### src/logic/dsbb_pkg.sv
// Package: register map, field positions and reset values of the baseband control bank
package dsbb_pkg;
  localparam logic [5:0] ADDR_TX_VALID = 6'h10;
  localparam logic [5:0] ADDR_CODE_BASE = 6'h11;
  localparam logic [5:0] ADDR_CODE_LAST = 6'h18;
  localparam logic [5:0] ADDR_THR_LOW = 6'h19;
  localparam logic [5:0] ADDR_THR_HIGH = 6'h1a;
  localparam logic [5:0] ADDR_WAKE_EN = 6'h1c;
  localparam logic [5:0] ADDR_WAKE_STAT = 6'h1d;
  localparam logic [5:0] ADDR_ANALOG = 6'h20;
  localparam logic [5:0] ADDR_CHANNEL = 6'h21;
  localparam logic [5:0] ADDR_GAIN_CTL = 6'h2e;
  localparam logic [5:0] ADDR_CARRIER = 6'h2f;
  localparam logic [63:0] RST_CODE = 64'h1e8b6a3de0e9b222;
  localparam logic [6:0] RST_THR_LOW = 7'h08;
  localparam logic [6:0] RST_THR_HIGH = 7'h38;
  localparam logic RST_WAKE_EN = 1'b0;
  localparam logic RST_WAKE_STAT = 1'b1;
  localparam logic [7:0] RST_ANALOG = 8'h00;
  localparam logic [7:0] RST_CHANNEL = 8'h00;
  localparam logic [7:0] RST_OVR = 8'h00;
  localparam int ANA_RESET_BIT = 0;
  localparam int ANA_AMP_INV_BIT = 1;
  localparam int ANA_AMP_OE_BIT = 2;
  localparam int ANA_ID_RD_BIT = 5;
  localparam int ANA_GAIN_WE_BIT = 6;
  localparam int CHAN_COUNTER_SEL_BIT = 7;
  localparam logic [7:0] ANA_WR_MASK = 8'h67;
  localparam logic [7:0] OVR_WR_MASK = 8'h80;
  localparam int CHIPS_FULL = 64;
  localparam int CHIPS_HALF = 32;
  // Cycles per chip at the 100 MHz register clock
  localparam int CHIP_DIV = 8;
  localparam int READY_NS = 100;
  localparam int CLK_NS = 10;
  localparam int READY_CYC = (READY_NS + CLK_NS - 1) / CLK_NS;
  typedef enum logic [1:0] {DSBB_CODE_FULL, DSBB_CODE_LOW, DSBB_CODE_HIGH, DSBB_CODE_BOTH} dsbb_code_mode_t;
endpackage

### src/logic/dsbb_correlator.sv
// Receive correlator: counts chip matches per bit and applies the two thresholds
`timescale 1ns/1ps
`default_nettype none
module dsbb_correlator #(
  parameter int CODE_W = 64
) (
  input wire logic i_clk, // Clock
  input wire logic i_rstn, // Async reset, active low
  input wire logic i_srst, // Device soft reset
  input wire logic [CODE_W-1:0] i_code, // Spreading code
  input wire logic [1:0] i_mode, // Code length mode
  input wire logic [6:0] i_thr_low, // Low threshold
  input wire logic [6:0] i_thr_high, // High threshold
  input wire logic i_chip_en, // Received chip strobe
  input wire logic i_chip, // Received chip
  output logic o_bit_en, // Decided bit strobe
  output logic o_bit, // Decided bit value
  output logic o_bit_valid // Bit passed a threshold
);
  if (CODE_W != 64) begin : g_bad_width
    $error("dsbb_correlator: CODE_W must be 64");
  end
  logic [5:0] pos_q;
  logic [6:0] cnt_q;
  logic en_q;
  logic bit_q;
  logic vld_q;
  wire [5:0] first = (i_mode == 2'd2) ? 6'd32 : 6'd0;
  wire [5:0] last = (i_mode == 2'd1) ? 6'd31 : 6'd63;
  wire match = (i_chip == i_code[pos_q]);
  wire [6:0] cnt_n = cnt_q + {6'd0, match};
  wire is_one = (cnt_n >= i_thr_high);
  wire is_zero = (cnt_n <= i_thr_low);
  assign o_bit_en = en_q;
  assign o_bit = bit_q;
  assign o_bit_valid = vld_q;
  always_ff @(posedge i_clk or negedge i_rstn) begin
    if (!i_rstn) begin
      pos_q <= 6'd0;
      cnt_q <= 7'd0;
      en_q <= 1'b0;
      bit_q <= 1'b0;
      vld_q <= 1'b0;
    end else if (i_srst) begin
      pos_q <= first;
      cnt_q <= 7'd0;
      en_q <= 1'b0;
    end else begin
      en_q <= 1'b0;
      if (i_chip_en) begin
        if (pos_q == last) begin
          pos_q <= first;
          cnt_q <= 7'd0;
          en_q <= 1'b1;
          bit_q <= is_one;
          vld_q <= is_one | is_zero;
        end else begin
          pos_q <= pos_q + 6'd1;
          cnt_q <= cnt_n;
        end
      end
    end
  end
endmodule
`default_nettype wire

### src/logic/dsbb_regs.sv
// Baseband control register bank with spreader, correlator, wake and amp control
`timescale 1ns/1ps
`default_nettype none
// What this block does
// - 64-bit code spreads bits, whole or as two 32-chip halves.
// - Chips leave in order bit 0 up to bit 63.
// - Each byte bit sends data when valid, preamble when not.
// - Serializer shifts LSB first and stops when no valid bits remain.
// - Seven-bit low threshold sets most matches allowed for a zero; reset 0x08.
// - Seven-bit high threshold sets matches needed for a one.
// - Wake enable bit zero gates the wakeup interrupt.
// - Wakeup event once power-down releases and device is ready.
// - Wake status sets on wakeup, clears on read, ignores writes.
// - Gain and carrier override writes work only with bit 6 set.
// - Amp control pin driven only while its output enable is one.
// - Amp invert bit one makes pin active low, zero active high.
// - Writing analog bit 0 resets all registers, then it self-clears.
// - Counter select one uses counters, zero uses channel field.
// - One signal strength sample captured on each receive entry.
module dsbb_regs #(
  parameter int CODE_W = 64
) (
  input wire logic i_clk, // Clock
  input wire logic i_rstn, // Async reset, active low
  input wire logic i_wr, // Register write strobe
  input wire logic i_rd, // Register read strobe
  input wire logic [5:0] i_addr, // Register address
  input wire logic [7:0] i_wdata, // Write data
  output logic [7:0] o_rdata, // Read data
  input wire logic i_power_down_pin, // Power-down pin, high holds down
  input wire logic [1:0] i_code_mode, // Code length mode
  input wire logic i_tx_load, // Load tx byte pulse
  input wire logic [7:0] i_tx_data, // Tx byte
  output logic o_tx_busy, // Serializer busy
  output logic o_tx_chip, // Tx chip
  output logic o_tx_chip_en, // Tx chip strobe
  output logic o_tx_is_data, // Tx sends data
  input wire logic i_rx_chip_en, // Rx chip strobe
  input wire logic i_rx_chip, // Rx chip
  output logic o_rx_bit_en, // Rx bit strobe
  output logic o_rx_bit, // Rx bit
  output logic o_rx_bit_valid, // Rx bit valid
  input wire logic i_rx_enter, // Receive mode entry pulse
  input wire logic [4:0] i_rssi, // Live signal strength
  output logic [4:0] o_rssi_sample, // Captured strength
  output logic o_rssi_valid, // Sample taken
  input wire logic [7:0] i_synth_count, // Separate counter value
  output logic [7:0] o_synth_word, // Word used by synthesizer
  output logic o_synth_use_counter, // Counter path selected
  output logic o_wake_irq, // Wakeup interrupt request
  output logic o_amp_control_pin, // Amp control output
  output logic o_amp_control_oe, // Amp control output enable
  output logic o_id_read_enable, // ID block enable
  output logic [7:0] o_gain_override, // Gain control register
  output logic [7:0] o_carrier_override // Carrier override register
);
  if (CODE_W != 64) begin : g_bad_width
    $error("dsbb_regs: CODE_W must be 64");
  end
  logic [CODE_W-1:0] code_q;
  logic [7:0] txval_q;
  logic [6:0] thr_low_q;
  logic [6:0] thr_high_q;
  logic wake_en_q;
  logic wake_stat_q;
  logic [7:0] ana_q;
  logic [7:0] chan_q;
  logic [7:0] gain_q;
  logic [7:0] carr_q;
  logic [7:0] rdata_q;
  logic pd_q;
  logic [3:0] rdy_q;
  logic [4:0] rssi_q;
  logic rssi_v_q;
  logic srst_q;
  // soft reset from analog bit 0
  wire srst_d = i_wr && (i_addr == dsbb_pkg::ADDR_ANALOG) && i_wdata[dsbb_pkg::ANA_RESET_BIT];
  wire wr_ok = i_wr && !srst_q;
  wire in_code = (i_addr >= dsbb_pkg::ADDR_CODE_BASE) && (i_addr <= dsbb_pkg::ADDR_CODE_LAST);
  wire [2:0] code_byte = 3'(i_addr - dsbb_pkg::ADDR_CODE_BASE);
  wire rdy_done = (rdy_q == 4'(dsbb_pkg::READY_CYC));
  wire wake_evt = !pd_q && (rdy_q == 4'(dsbb_pkg::READY_CYC - 1));
  wire rd_wake = i_rd && (i_addr == dsbb_pkg::ADDR_WAKE_STAT);
  wire gain_we = ana_q[dsbb_pkg::ANA_GAIN_WE_BIT];
  genvar g;
  generate
    for (g = 0; g < 8; g++) begin : g_code
      // code bytes loaded one per address
      always_ff @(posedge i_clk or negedge i_rstn) begin
        if (!i_rstn) begin
          code_q[8*g +: 8] <= dsbb_pkg::RST_CODE[8*g +: 8];
        end else if (srst_q) begin
          code_q[8*g +: 8] <= dsbb_pkg::RST_CODE[8*g +: 8];
        end else if (wr_ok && in_code && code_byte == 3'(g)) begin
          code_q[8*g +: 8] <= i_wdata;
        end
      end
    end
  endgenerate
  always_ff @(posedge i_clk or negedge i_rstn) begin
    if (!i_rstn) begin
      srst_q <= 1'b0;
    end else begin
      srst_q <= srst_d;
    end
  end
  always_ff @(posedge i_clk or negedge i_rstn) begin
    if (!i_rstn) begin
      txval_q <= 8'h00;
      thr_low_q <= dsbb_pkg::RST_THR_LOW;
      thr_high_q <= dsbb_pkg::RST_THR_HIGH;
      wake_en_q <= dsbb_pkg::RST_WAKE_EN;
      chan_q <= dsbb_pkg::RST_CHANNEL;
    end else if (srst_q) begin
      txval_q <= 8'h00;
      thr_low_q <= dsbb_pkg::RST_THR_LOW;
      thr_high_q <= dsbb_pkg::RST_THR_HIGH;
      wake_en_q <= dsbb_pkg::RST_WAKE_EN;
      chan_q <= dsbb_pkg::RST_CHANNEL;
    end else if (wr_ok) begin
      if (i_addr == dsbb_pkg::ADDR_TX_VALID) txval_q <= i_wdata;
      if (i_addr == dsbb_pkg::ADDR_THR_LOW) thr_low_q <= i_wdata[6:0];
      if (i_addr == dsbb_pkg::ADDR_THR_HIGH) thr_high_q <= i_wdata[6:0];
      if (i_addr == dsbb_pkg::ADDR_WAKE_EN) wake_en_q <= i_wdata[0];
      if (i_addr == dsbb_pkg::ADDR_CHANNEL) chan_q <= i_wdata;
    end
  end
  always_ff @(posedge i_clk or negedge i_rstn) begin
    if (!i_rstn) begin
      ana_q <= dsbb_pkg::RST_ANALOG;
      gain_q <= dsbb_pkg::RST_OVR;
      carr_q <= dsbb_pkg::RST_OVR;
    end else if (srst_q) begin
      ana_q <= dsbb_pkg::RST_ANALOG;
      gain_q <= dsbb_pkg::RST_OVR;
      carr_q <= dsbb_pkg::RST_OVR;
    end else if (wr_ok) begin
      if (i_addr == dsbb_pkg::ADDR_ANALOG) ana_q <= i_wdata & dsbb_pkg::ANA_WR_MASK & 8'hfe;
      if (i_addr == dsbb_pkg::ADDR_GAIN_CTL && gain_we) gain_q <= i_wdata & dsbb_pkg::OVR_WR_MASK;
      if (i_addr == dsbb_pkg::ADDR_CARRIER && gain_we) carr_q <= i_wdata & dsbb_pkg::OVR_WR_MASK;
    end
  end
  always_ff @(posedge i_clk or negedge i_rstn) begin
    if (!i_rstn) begin
      pd_q <= 1'b1;
      rdy_q <= 4'd0;
    end else begin
      pd_q <= i_power_down_pin;
      if (pd_q) rdy_q <= 4'd0;
      else if (!rdy_done) rdy_q <= rdy_q + 4'd1;
    end
  end
  always_ff @(posedge i_clk or negedge i_rstn) begin
    if (!i_rstn) begin
      wake_stat_q <= dsbb_pkg::RST_WAKE_STAT;
    end else if (wake_evt) begin
      wake_stat_q <= 1'b1;
    end else if (srst_q) begin
      wake_stat_q <= dsbb_pkg::RST_WAKE_STAT;
    end else if (rd_wake) begin
      wake_stat_q <= 1'b0;
    end
  end
  always_ff @(posedge i_clk or negedge i_rstn) begin
    if (!i_rstn) begin
      rssi_q <= 5'd0;
      rssi_v_q <= 1'b0;
    end else if (srst_q) begin
      rssi_q <= 5'd0;
      rssi_v_q <= 1'b0;
    end else if (i_rx_enter) begin
      rssi_q <= i_rssi;
      rssi_v_q <= 1'b1;
    end
  end
  wire [7:0] rd_mux =
    in_code ? code_q[8*code_byte +: 8] :
    (i_addr == dsbb_pkg::ADDR_TX_VALID) ? txval_q :
    (i_addr == dsbb_pkg::ADDR_THR_LOW) ? {1'b0, thr_low_q} :
    (i_addr == dsbb_pkg::ADDR_THR_HIGH) ? {1'b0, thr_high_q} :
    (i_addr == dsbb_pkg::ADDR_WAKE_EN) ? {7'd0, wake_en_q} :
    (i_addr == dsbb_pkg::ADDR_WAKE_STAT) ? {7'd0, wake_stat_q} :
    (i_addr == dsbb_pkg::ADDR_ANALOG) ? ana_q :
    (i_addr == dsbb_pkg::ADDR_CHANNEL) ? chan_q :
    (i_addr == dsbb_pkg::ADDR_GAIN_CTL) ? gain_q :
    (i_addr == dsbb_pkg::ADDR_CARRIER) ? carr_q : 8'h00;
  always_ff @(posedge i_clk or negedge i_rstn) begin
    if (!i_rstn) begin
      rdata_q <= 8'h00;
    end else if (i_rd) begin
      rdata_q <= rd_mux;
    end
  end
  assign o_rdata = rdata_q;
  // interrupt gate, status kept while masked
  assign o_wake_irq = wake_stat_q & wake_en_q;
  assign o_amp_control_oe = ana_q[dsbb_pkg::ANA_AMP_OE_BIT];
  assign o_amp_control_pin = ana_q[dsbb_pkg::ANA_AMP_OE_BIT] & (o_tx_busy ^ ana_q[dsbb_pkg::ANA_AMP_INV_BIT]);
  assign o_id_read_enable = ana_q[dsbb_pkg::ANA_ID_RD_BIT];
  assign o_gain_override = gain_q;
  assign o_carrier_override = carr_q;
  assign o_rssi_sample = rssi_q;
  assign o_rssi_valid = rssi_v_q;
  assign o_synth_use_counter = chan_q[dsbb_pkg::CHAN_COUNTER_SEL_BIT];
  assign o_synth_word = o_synth_use_counter ? i_synth_count : {1'b0, chan_q[6:0]};
  dsbb_tx_spreader #(.CODE_W(CODE_W), .DIV(dsbb_pkg::CHIP_DIV)) u_tx (
    .i_clk(i_clk),
    .i_rstn(i_rstn),
    .i_srst(srst_q),
    .i_code(code_q),
    .i_mode(i_code_mode),
    .i_load(i_tx_load),
    .i_data(i_tx_data),
    .i_valid(txval_q),
    .o_busy(o_tx_busy),
    .o_chip(o_tx_chip),
    .o_chip_en(o_tx_chip_en),
    .o_is_data(o_tx_is_data)
  );
  dsbb_correlator #(.CODE_W(CODE_W)) u_rx (
    .i_clk(i_clk),
    .i_rstn(i_rstn),
    .i_srst(srst_q),
    .i_code(code_q),
    .i_mode(i_code_mode),
    .i_thr_low(thr_low_q),
    .i_thr_high(thr_high_q),
    .i_chip_en(i_rx_chip_en),
    .i_chip(i_rx_chip),
    .o_bit_en(o_rx_bit_en),
    .o_bit(o_rx_bit),
    .o_bit_valid(o_rx_bit_valid)
  );
endmodule
`default_nettype wire

### src/logic/dsbb_tx_spreader.sv
// Transmit serializer: spreads each byte bit over the chips of the spreading code
`timescale 1ns/1ps
`default_nettype none
module dsbb_tx_spreader #(
  parameter int CODE_W = 64,
  parameter int DIV = 8
) (
  input wire logic i_clk, // Clock
  input wire logic i_rstn, // Async reset, active low
  input wire logic i_srst, // Device soft reset
  input wire logic [CODE_W-1:0] i_code, // Spreading code
  input wire logic [1:0] i_mode, // Code length mode
  input wire logic i_load, // Load byte pulse
  input wire logic [7:0] i_data, // Byte to send
  input wire logic [7:0] i_valid, // Per-bit valid mask
  output logic o_busy, // Shifter holds valid bits
  output logic o_chip, // Chip on air
  output logic o_chip_en, // Chip strobe
  output logic o_is_data // Data, not preamble
);
  // Divider counter is 8 bits wide
  if (CODE_W != 64 || DIV < 1 || DIV > 256) begin : g_bad_param
    $error("dsbb_tx_spreader: unsupported parameters");
  end
  logic [7:0] dat_q;
  logic [7:0] val_q;
  logic [5:0] chip_q;
  logic [7:0] div_q;
  logic chip_q_out;
  logic en_q;
  logic isd_q;
  wire tick = (div_q == 8'(DIV - 1));
  wire [1:0] md = i_mode;
  wire [5:0] first = (md == 2'd2) ? 6'd32 : 6'd0;
  wire [5:0] last = (md == 2'd1) ? 6'd31 : 6'd63;
  wire [5:0] idx = chip_q;
  wire code_bit = i_code[idx];
  wire bit_end = (chip_q == last);
  assign o_busy = |val_q;
  assign o_chip = chip_q_out;
  assign o_chip_en = en_q;
  assign o_is_data = isd_q;
  always_ff @(posedge i_clk or negedge i_rstn) begin
    if (!i_rstn) begin
      dat_q <= 8'h00;
      val_q <= 8'h00;
      chip_q <= 6'd0;
      div_q <= 8'h00;
      chip_q_out <= 1'b0;
      en_q <= 1'b0;
      isd_q <= 1'b0;
    end else if (i_srst) begin
      val_q <= 8'h00;
      en_q <= 1'b0;
      div_q <= 8'h00;
    end else if (i_load && !o_busy) begin
      dat_q <= i_data;
      val_q <= i_valid;
      chip_q <= first;
      div_q <= 8'h00;
    end else if (o_busy) begin
      div_q <= tick ? 8'h00 : div_q + 8'h01;
      en_q <= tick;
      if (tick) begin
        isd_q <= val_q[0];
        chip_q_out <= val_q[0] ? (code_bit ^ ~dat_q[0]) : code_bit;
        chip_q <= bit_end ? first : chip_q + 6'd1;
        if (bit_end) begin
          dat_q <= {1'b0, dat_q[7:1]};
          val_q <= {1'b0, val_q[7:1]};
        end
      end
    end else begin
      en_q <= 1'b0;
    end
  end
endmodule
`default_nettype wire

### config.mk
export PLATFORM = sky130hd
export DESIGN_NAME = dsbb_regs
export DESIGN_NICKNAME = d
export VERILOG_FILES = /design/src/logic/dsbb_pkg.sv /design/src/logic/dsbb_correlator.sv /design/src/logic/dsbb_regs.sv /design/src/logic/dsbb_tx_spreader.sv
export SDC_FILE = /design/constraint.sdc
export NUM_CORES = 1
export LEC_CHECK = 0
export BUFFER_PORTS_ARGS = -buffer_cell sky130_fd_sc_hd__buf_2
export CAP_MARGIN = 25
export CORE_UTILIZATION = 55
export DETAILED_ROUTE_END_ITERATION = 8
export PLACE_DENSITY = 0.85
export SKIP_LAST_GASP = 1
export SLEW_MARGIN = 20
export SYNTH_ARGS = -nofsm -noshare
export SYNTH_HDL_FRONTEND = slang
export SYNTH_HIERARCHICAL = 1
export SYNTH_SLANG_ARGS = --single-unit
### constraint.sdc
create_clock -name i_clk -period 7.5 [get_ports i_clk]
set_clock_uncertainty 0.05 [all_clocks]
set_input_delay 0.75 -clock i_clk [delete_from_list [all_inputs] [get_ports i_clk]]
set_output_delay 0.75 -clock i_clk [all_outputs]
set_load 0.05 [all_outputs]
==> qor.txt <==
CLOCK TREE
----------------------------------------------------------------------------------
Number of clock sinks                                                          171
CTS tree                                                                      done
Hold Buf Count CTS                                                               0
Clock slew seen by the registers of the worst setup and hold paths         0.07 ns
Number of setup buffers added after CTS                                          0
Clk root buf                                                             clkbuf_16
Clock latency of the later-clocked register in the worst-skew pair         0.44 ns
TritonCTS Buffers                                                               17
Maximum clock path buffer count                                                  2
Number of resized instances in the post-cts repair step                          0
Depth of the CTS H-tree                                                          4

STA
----------------------------------------------------------------------------------
Unrepaired setup endpoints after global routing                                 no
Tcrit/Tclk final                                                             62.6%
Endpoints failing hold                                                           0
Max transition margin                                                        38.4%
Slew at the pin closest to its max-slew limit                             0.925 ns
Setup TNS                                                                     0 ns
Final setup fails                                                                0
Maximum operating frequency                                              0.213 GHz
Count of final max-slew check failures                                           0
Period minus WS final                                                      4.69 ns

POWER AND IR DROP
----------------------------------------------------------------------------------
Power Dens Cells                                                       308 nW/um^2
Leak pwr                                                                   5.49 nW
Worst ir drop on vdd                                                      0.166 mV

YOSYS
----------------------------------------------------------------------------------
Proportion of netlist area held by the largest area contributor              31.4%
Number of synthesis warnings                                                     6
Netlist area before placement                                           10700 um^2
Number of synthesized flops with an enable pin                                   0
Commonest cells in the netlist                                        dfrtp_1 (134), mux2i_1 (112), nor2_1 (108)
Library cell with the largest summed area after synthesis                  dfrtp_1
Library cell with the highest instance count after synthesis               dfrtp_1
Largest cells by area after synthesis                                 dfrtp_1 (31%), mux2i_1 (10%), dfstp_2 (9.1%)
Portion of the post-synthesis area used by sequential elements               40.5%
Post-Syn Instances                                                             999
Prevailing post-synth register cell                                        dfrtp_1
Number of synthesized register bits                                            171
Library cells used by synthesis                                                 83
Fraction of registers with async set/reset                                    100%
Mapped Avg Cell Area                                                     10.7 um^2

WORST SETUP PATH
----------------------------------------------------------------------------------
Largest driver fanout on the critical path                                      24
Flop-to-flop setup slack                                                   2.81 ns
Cell with the most instances on the worst path                                ha_1
Critical-path cell with the highest stage delay                             mux4_2
Reg2Reg Depth                                                                   15
Critical path startpoint category                                        flip-flop
Reg-to-reg endpoint                                                   u_rx/o_bit_valid
WP data required                                                           7.78 ns
Maximum cell stage delay along the critical path                           0.58 ns
WS Path Type                                                          flip-flop to flip-flop
Critical Path Source                                                  u_rx/pos_q[0]
Critical path cell sequence                                           buf_4, mux4_2, a21oi_2, nor2_1, or4b_1, o311ai_1, xor2_1, ha_1, ha_1, xor2_1, ha_1, a21o_1, a2111oi_0, o211ai_1, o32a_1
Critical R2R Launch                                                   u_rx/pos_q[0]
Worst endpoint data arrival time                                           4.98 ns
Crit-path leading delay family                                        compound AO/OA/AOI/OAI gates
Count of buffer and inverter cells on the critical path                          1
Endpoint kind of the worst setup timing path                             flip-flop

LAYOUT
----------------------------------------------------------------------------------
Total area of multi-input combinational cells                            5910 um^2
Number of fillers in the final layout                                         1528
Register cell area after layout                                          4330 um^2
Net count reported at finish                                                  1118
Number of diodes                                                                 0
Utilization after layout                                                     62.1%
Area delta synth->final                                                      9.68%
Share of final-layout standard cells stronger than drive strength 1          23.7%

GRT
----------------------------------------------------------------------------------
Global-route usage over all layers                                           29.3%
Antenna violations before repair                                                 0
Pin count of the biggest net entering global routing                           107
Global-route wire length before repair                                    44700 um
Final global-route overflow total                                                0
Via count of the first global-routing pass                                    8171

DIE
----------------------------------------------------------------------------------
Core box area                                                           18900 um^2
IO Pins                                                                         96
Height of the chip                                                          141 um
Die span in x                                                               141 um
Effective utilization at floorplan                                           56.6%
Area enclosed by the die boundary                                       20000 um^2
Site row count                                                                  50

PLACED DESIGN
----------------------------------------------------------------------------------
Global placer's final weighted congestion                                    0.958
Total of buffers placed on input and output ports                               81
Half-perimeter wire length of the detailed placement result               20000 um

OUTCOME
----------------------------------------------------------------------------------
Status                                                                finished, final reports clean

JOB
----------------------------------------------------------------------------------
Maxcap violations                                                                0

DRT
----------------------------------------------------------------------------------
Number of vias after detailed routing                                         8419
Number of DRC markers after the initial detailed-route iteration               880
Mean number of vias per cell                                                  6.39
Final Routed Wirelength                                                   28100 um
WL/cell                                                                    21.3 um
Number of iterations in the first detailed-routing pass                          5
Number of antenna-violating nets in the routed design                            0
DR DRC count                                                                     0

WORST HOLD PATH
----------------------------------------------------------------------------------
HP Class                                                              input port to async pin

layout make-up:
type / count / area share, %
Timing Repair Buffer: 85 / 3.94
Clock inverter: 15 / 1.34
Sequential cell: 171 / 36.9
Inverter: 30 / 0.960
Clock buffer: 17 / 3.63
Tap cell: 260 / 2.77
Multi-Input combinational cell: 739 / 50.4
state kept, by name, summed over array words and instances (netlist names), 4 cells and up:
signal         cells
u_tx/div_q         8
txval_q            8
u_tx/dat_q         8
u_tx/val_q         8
u_tx/chip_q        6
o_rdata            8
u_rx/cnt_q         7
thr_high_q         7
u_rx/pos_q         6
chan_q             8
o_rssi_sample      5
ana_q              4
thr_low_q          7
code_q            64
rdy_q              4
power by group:
| group | internal, W | leakage (nW) | total, W | switching [W] |
|---|---|---|---|---|
| Clock | 0.000469 | 0.271 | 0.000881 | 0.000411 |
| Combinational | 0.000563 | 3.17 | 0.00128 | 0.000717 |
| Sequential | 0.00114 | 2.05 | 0.00145 | 0.000311 |
| Total | 0.00218 | 5.49 | 0.00361 | 0.00144 |
metal layers:
layer	up-vias	global-route usage [%]	wire, um
met1	4234	39.0	11600
met5	-	0	0
met4	0	11.6	906
met3	78	6.07	2280
met2	409	47.1	13300
li1	3698	-	-
worst max path at each step:
stage / endpoint / slack [ns] / cells past startpoint
detailed placement: u_rx/o_bit_valid / 2.83 / 15
CTS: u_rx/o_bit_valid / 2.79 / 15
global route: u_rx/o_bit_valid / 2.53 / 15
finish: u_rx/o_bit_valid / 2.81 / 15
global placement: u_rx/o_bit_valid / 2.99 / 15
floorplan: u_rx/o_bit_valid / 3.51 / 16
kinds of logic after synthesis:
logic type | Yosys count | share of synthesized area (%)
compound gates | 146 | 10.2
xor+xnor | 17 | 1.39
fa+ha+maj | 28 | 3.28
buf+inv | 102 | 4.69
flops | 171 | 40.5
mux | 176 | 21.7
other cells | 1 | 0.0351
simple gates | 358 | 18.3
through the flow:
stage / hold WS, ns / total power (W) / setup WS (ns) / cell area (um^2) / instances
finish: 0.159 / 0.00361 / 2.81 / 11700 / 1317
detailed placement: 0.414 / 0.00272 / 2.83 / 11100 / 1284
floorplan: 0.404 / 0.00236 / 3.51 / 10700 / 1012
CTS: 0.352 / 0.00360 / 2.79 / 11700 / 1316
global placement: 0.408 / 0.00266 / 2.99 / 11100 / 1284
global route: 0.179 / 0.00380 / 2.53 / 11700 / 1317
placed cells by master (no fill, tap or decap), types with 7 or more instances in the layout:
master     instances
nand3b_1          13
nor2b_1           10
mux2i_1          112
a22oi_1            7
nand4_1           11
o31ai_1           11
xnor2_1            7
nor2_1           108
buf_2             80
ha_1              28
conb_1            14
a21oi_1           33
dfstp_2           37
and2_1             9
mux2_2            22
o22ai_1           14
xor2_1            10
nand3_1           26
a31oi_1           11
clkbuf_16         17
o21ai_0           15
nand2b_1          53
inv_1             29
dfrtp_1          132
mux4_2            41
a22o_1             8
and3_1             8
nand2_1           64
(Power assumes the default switching activity.)
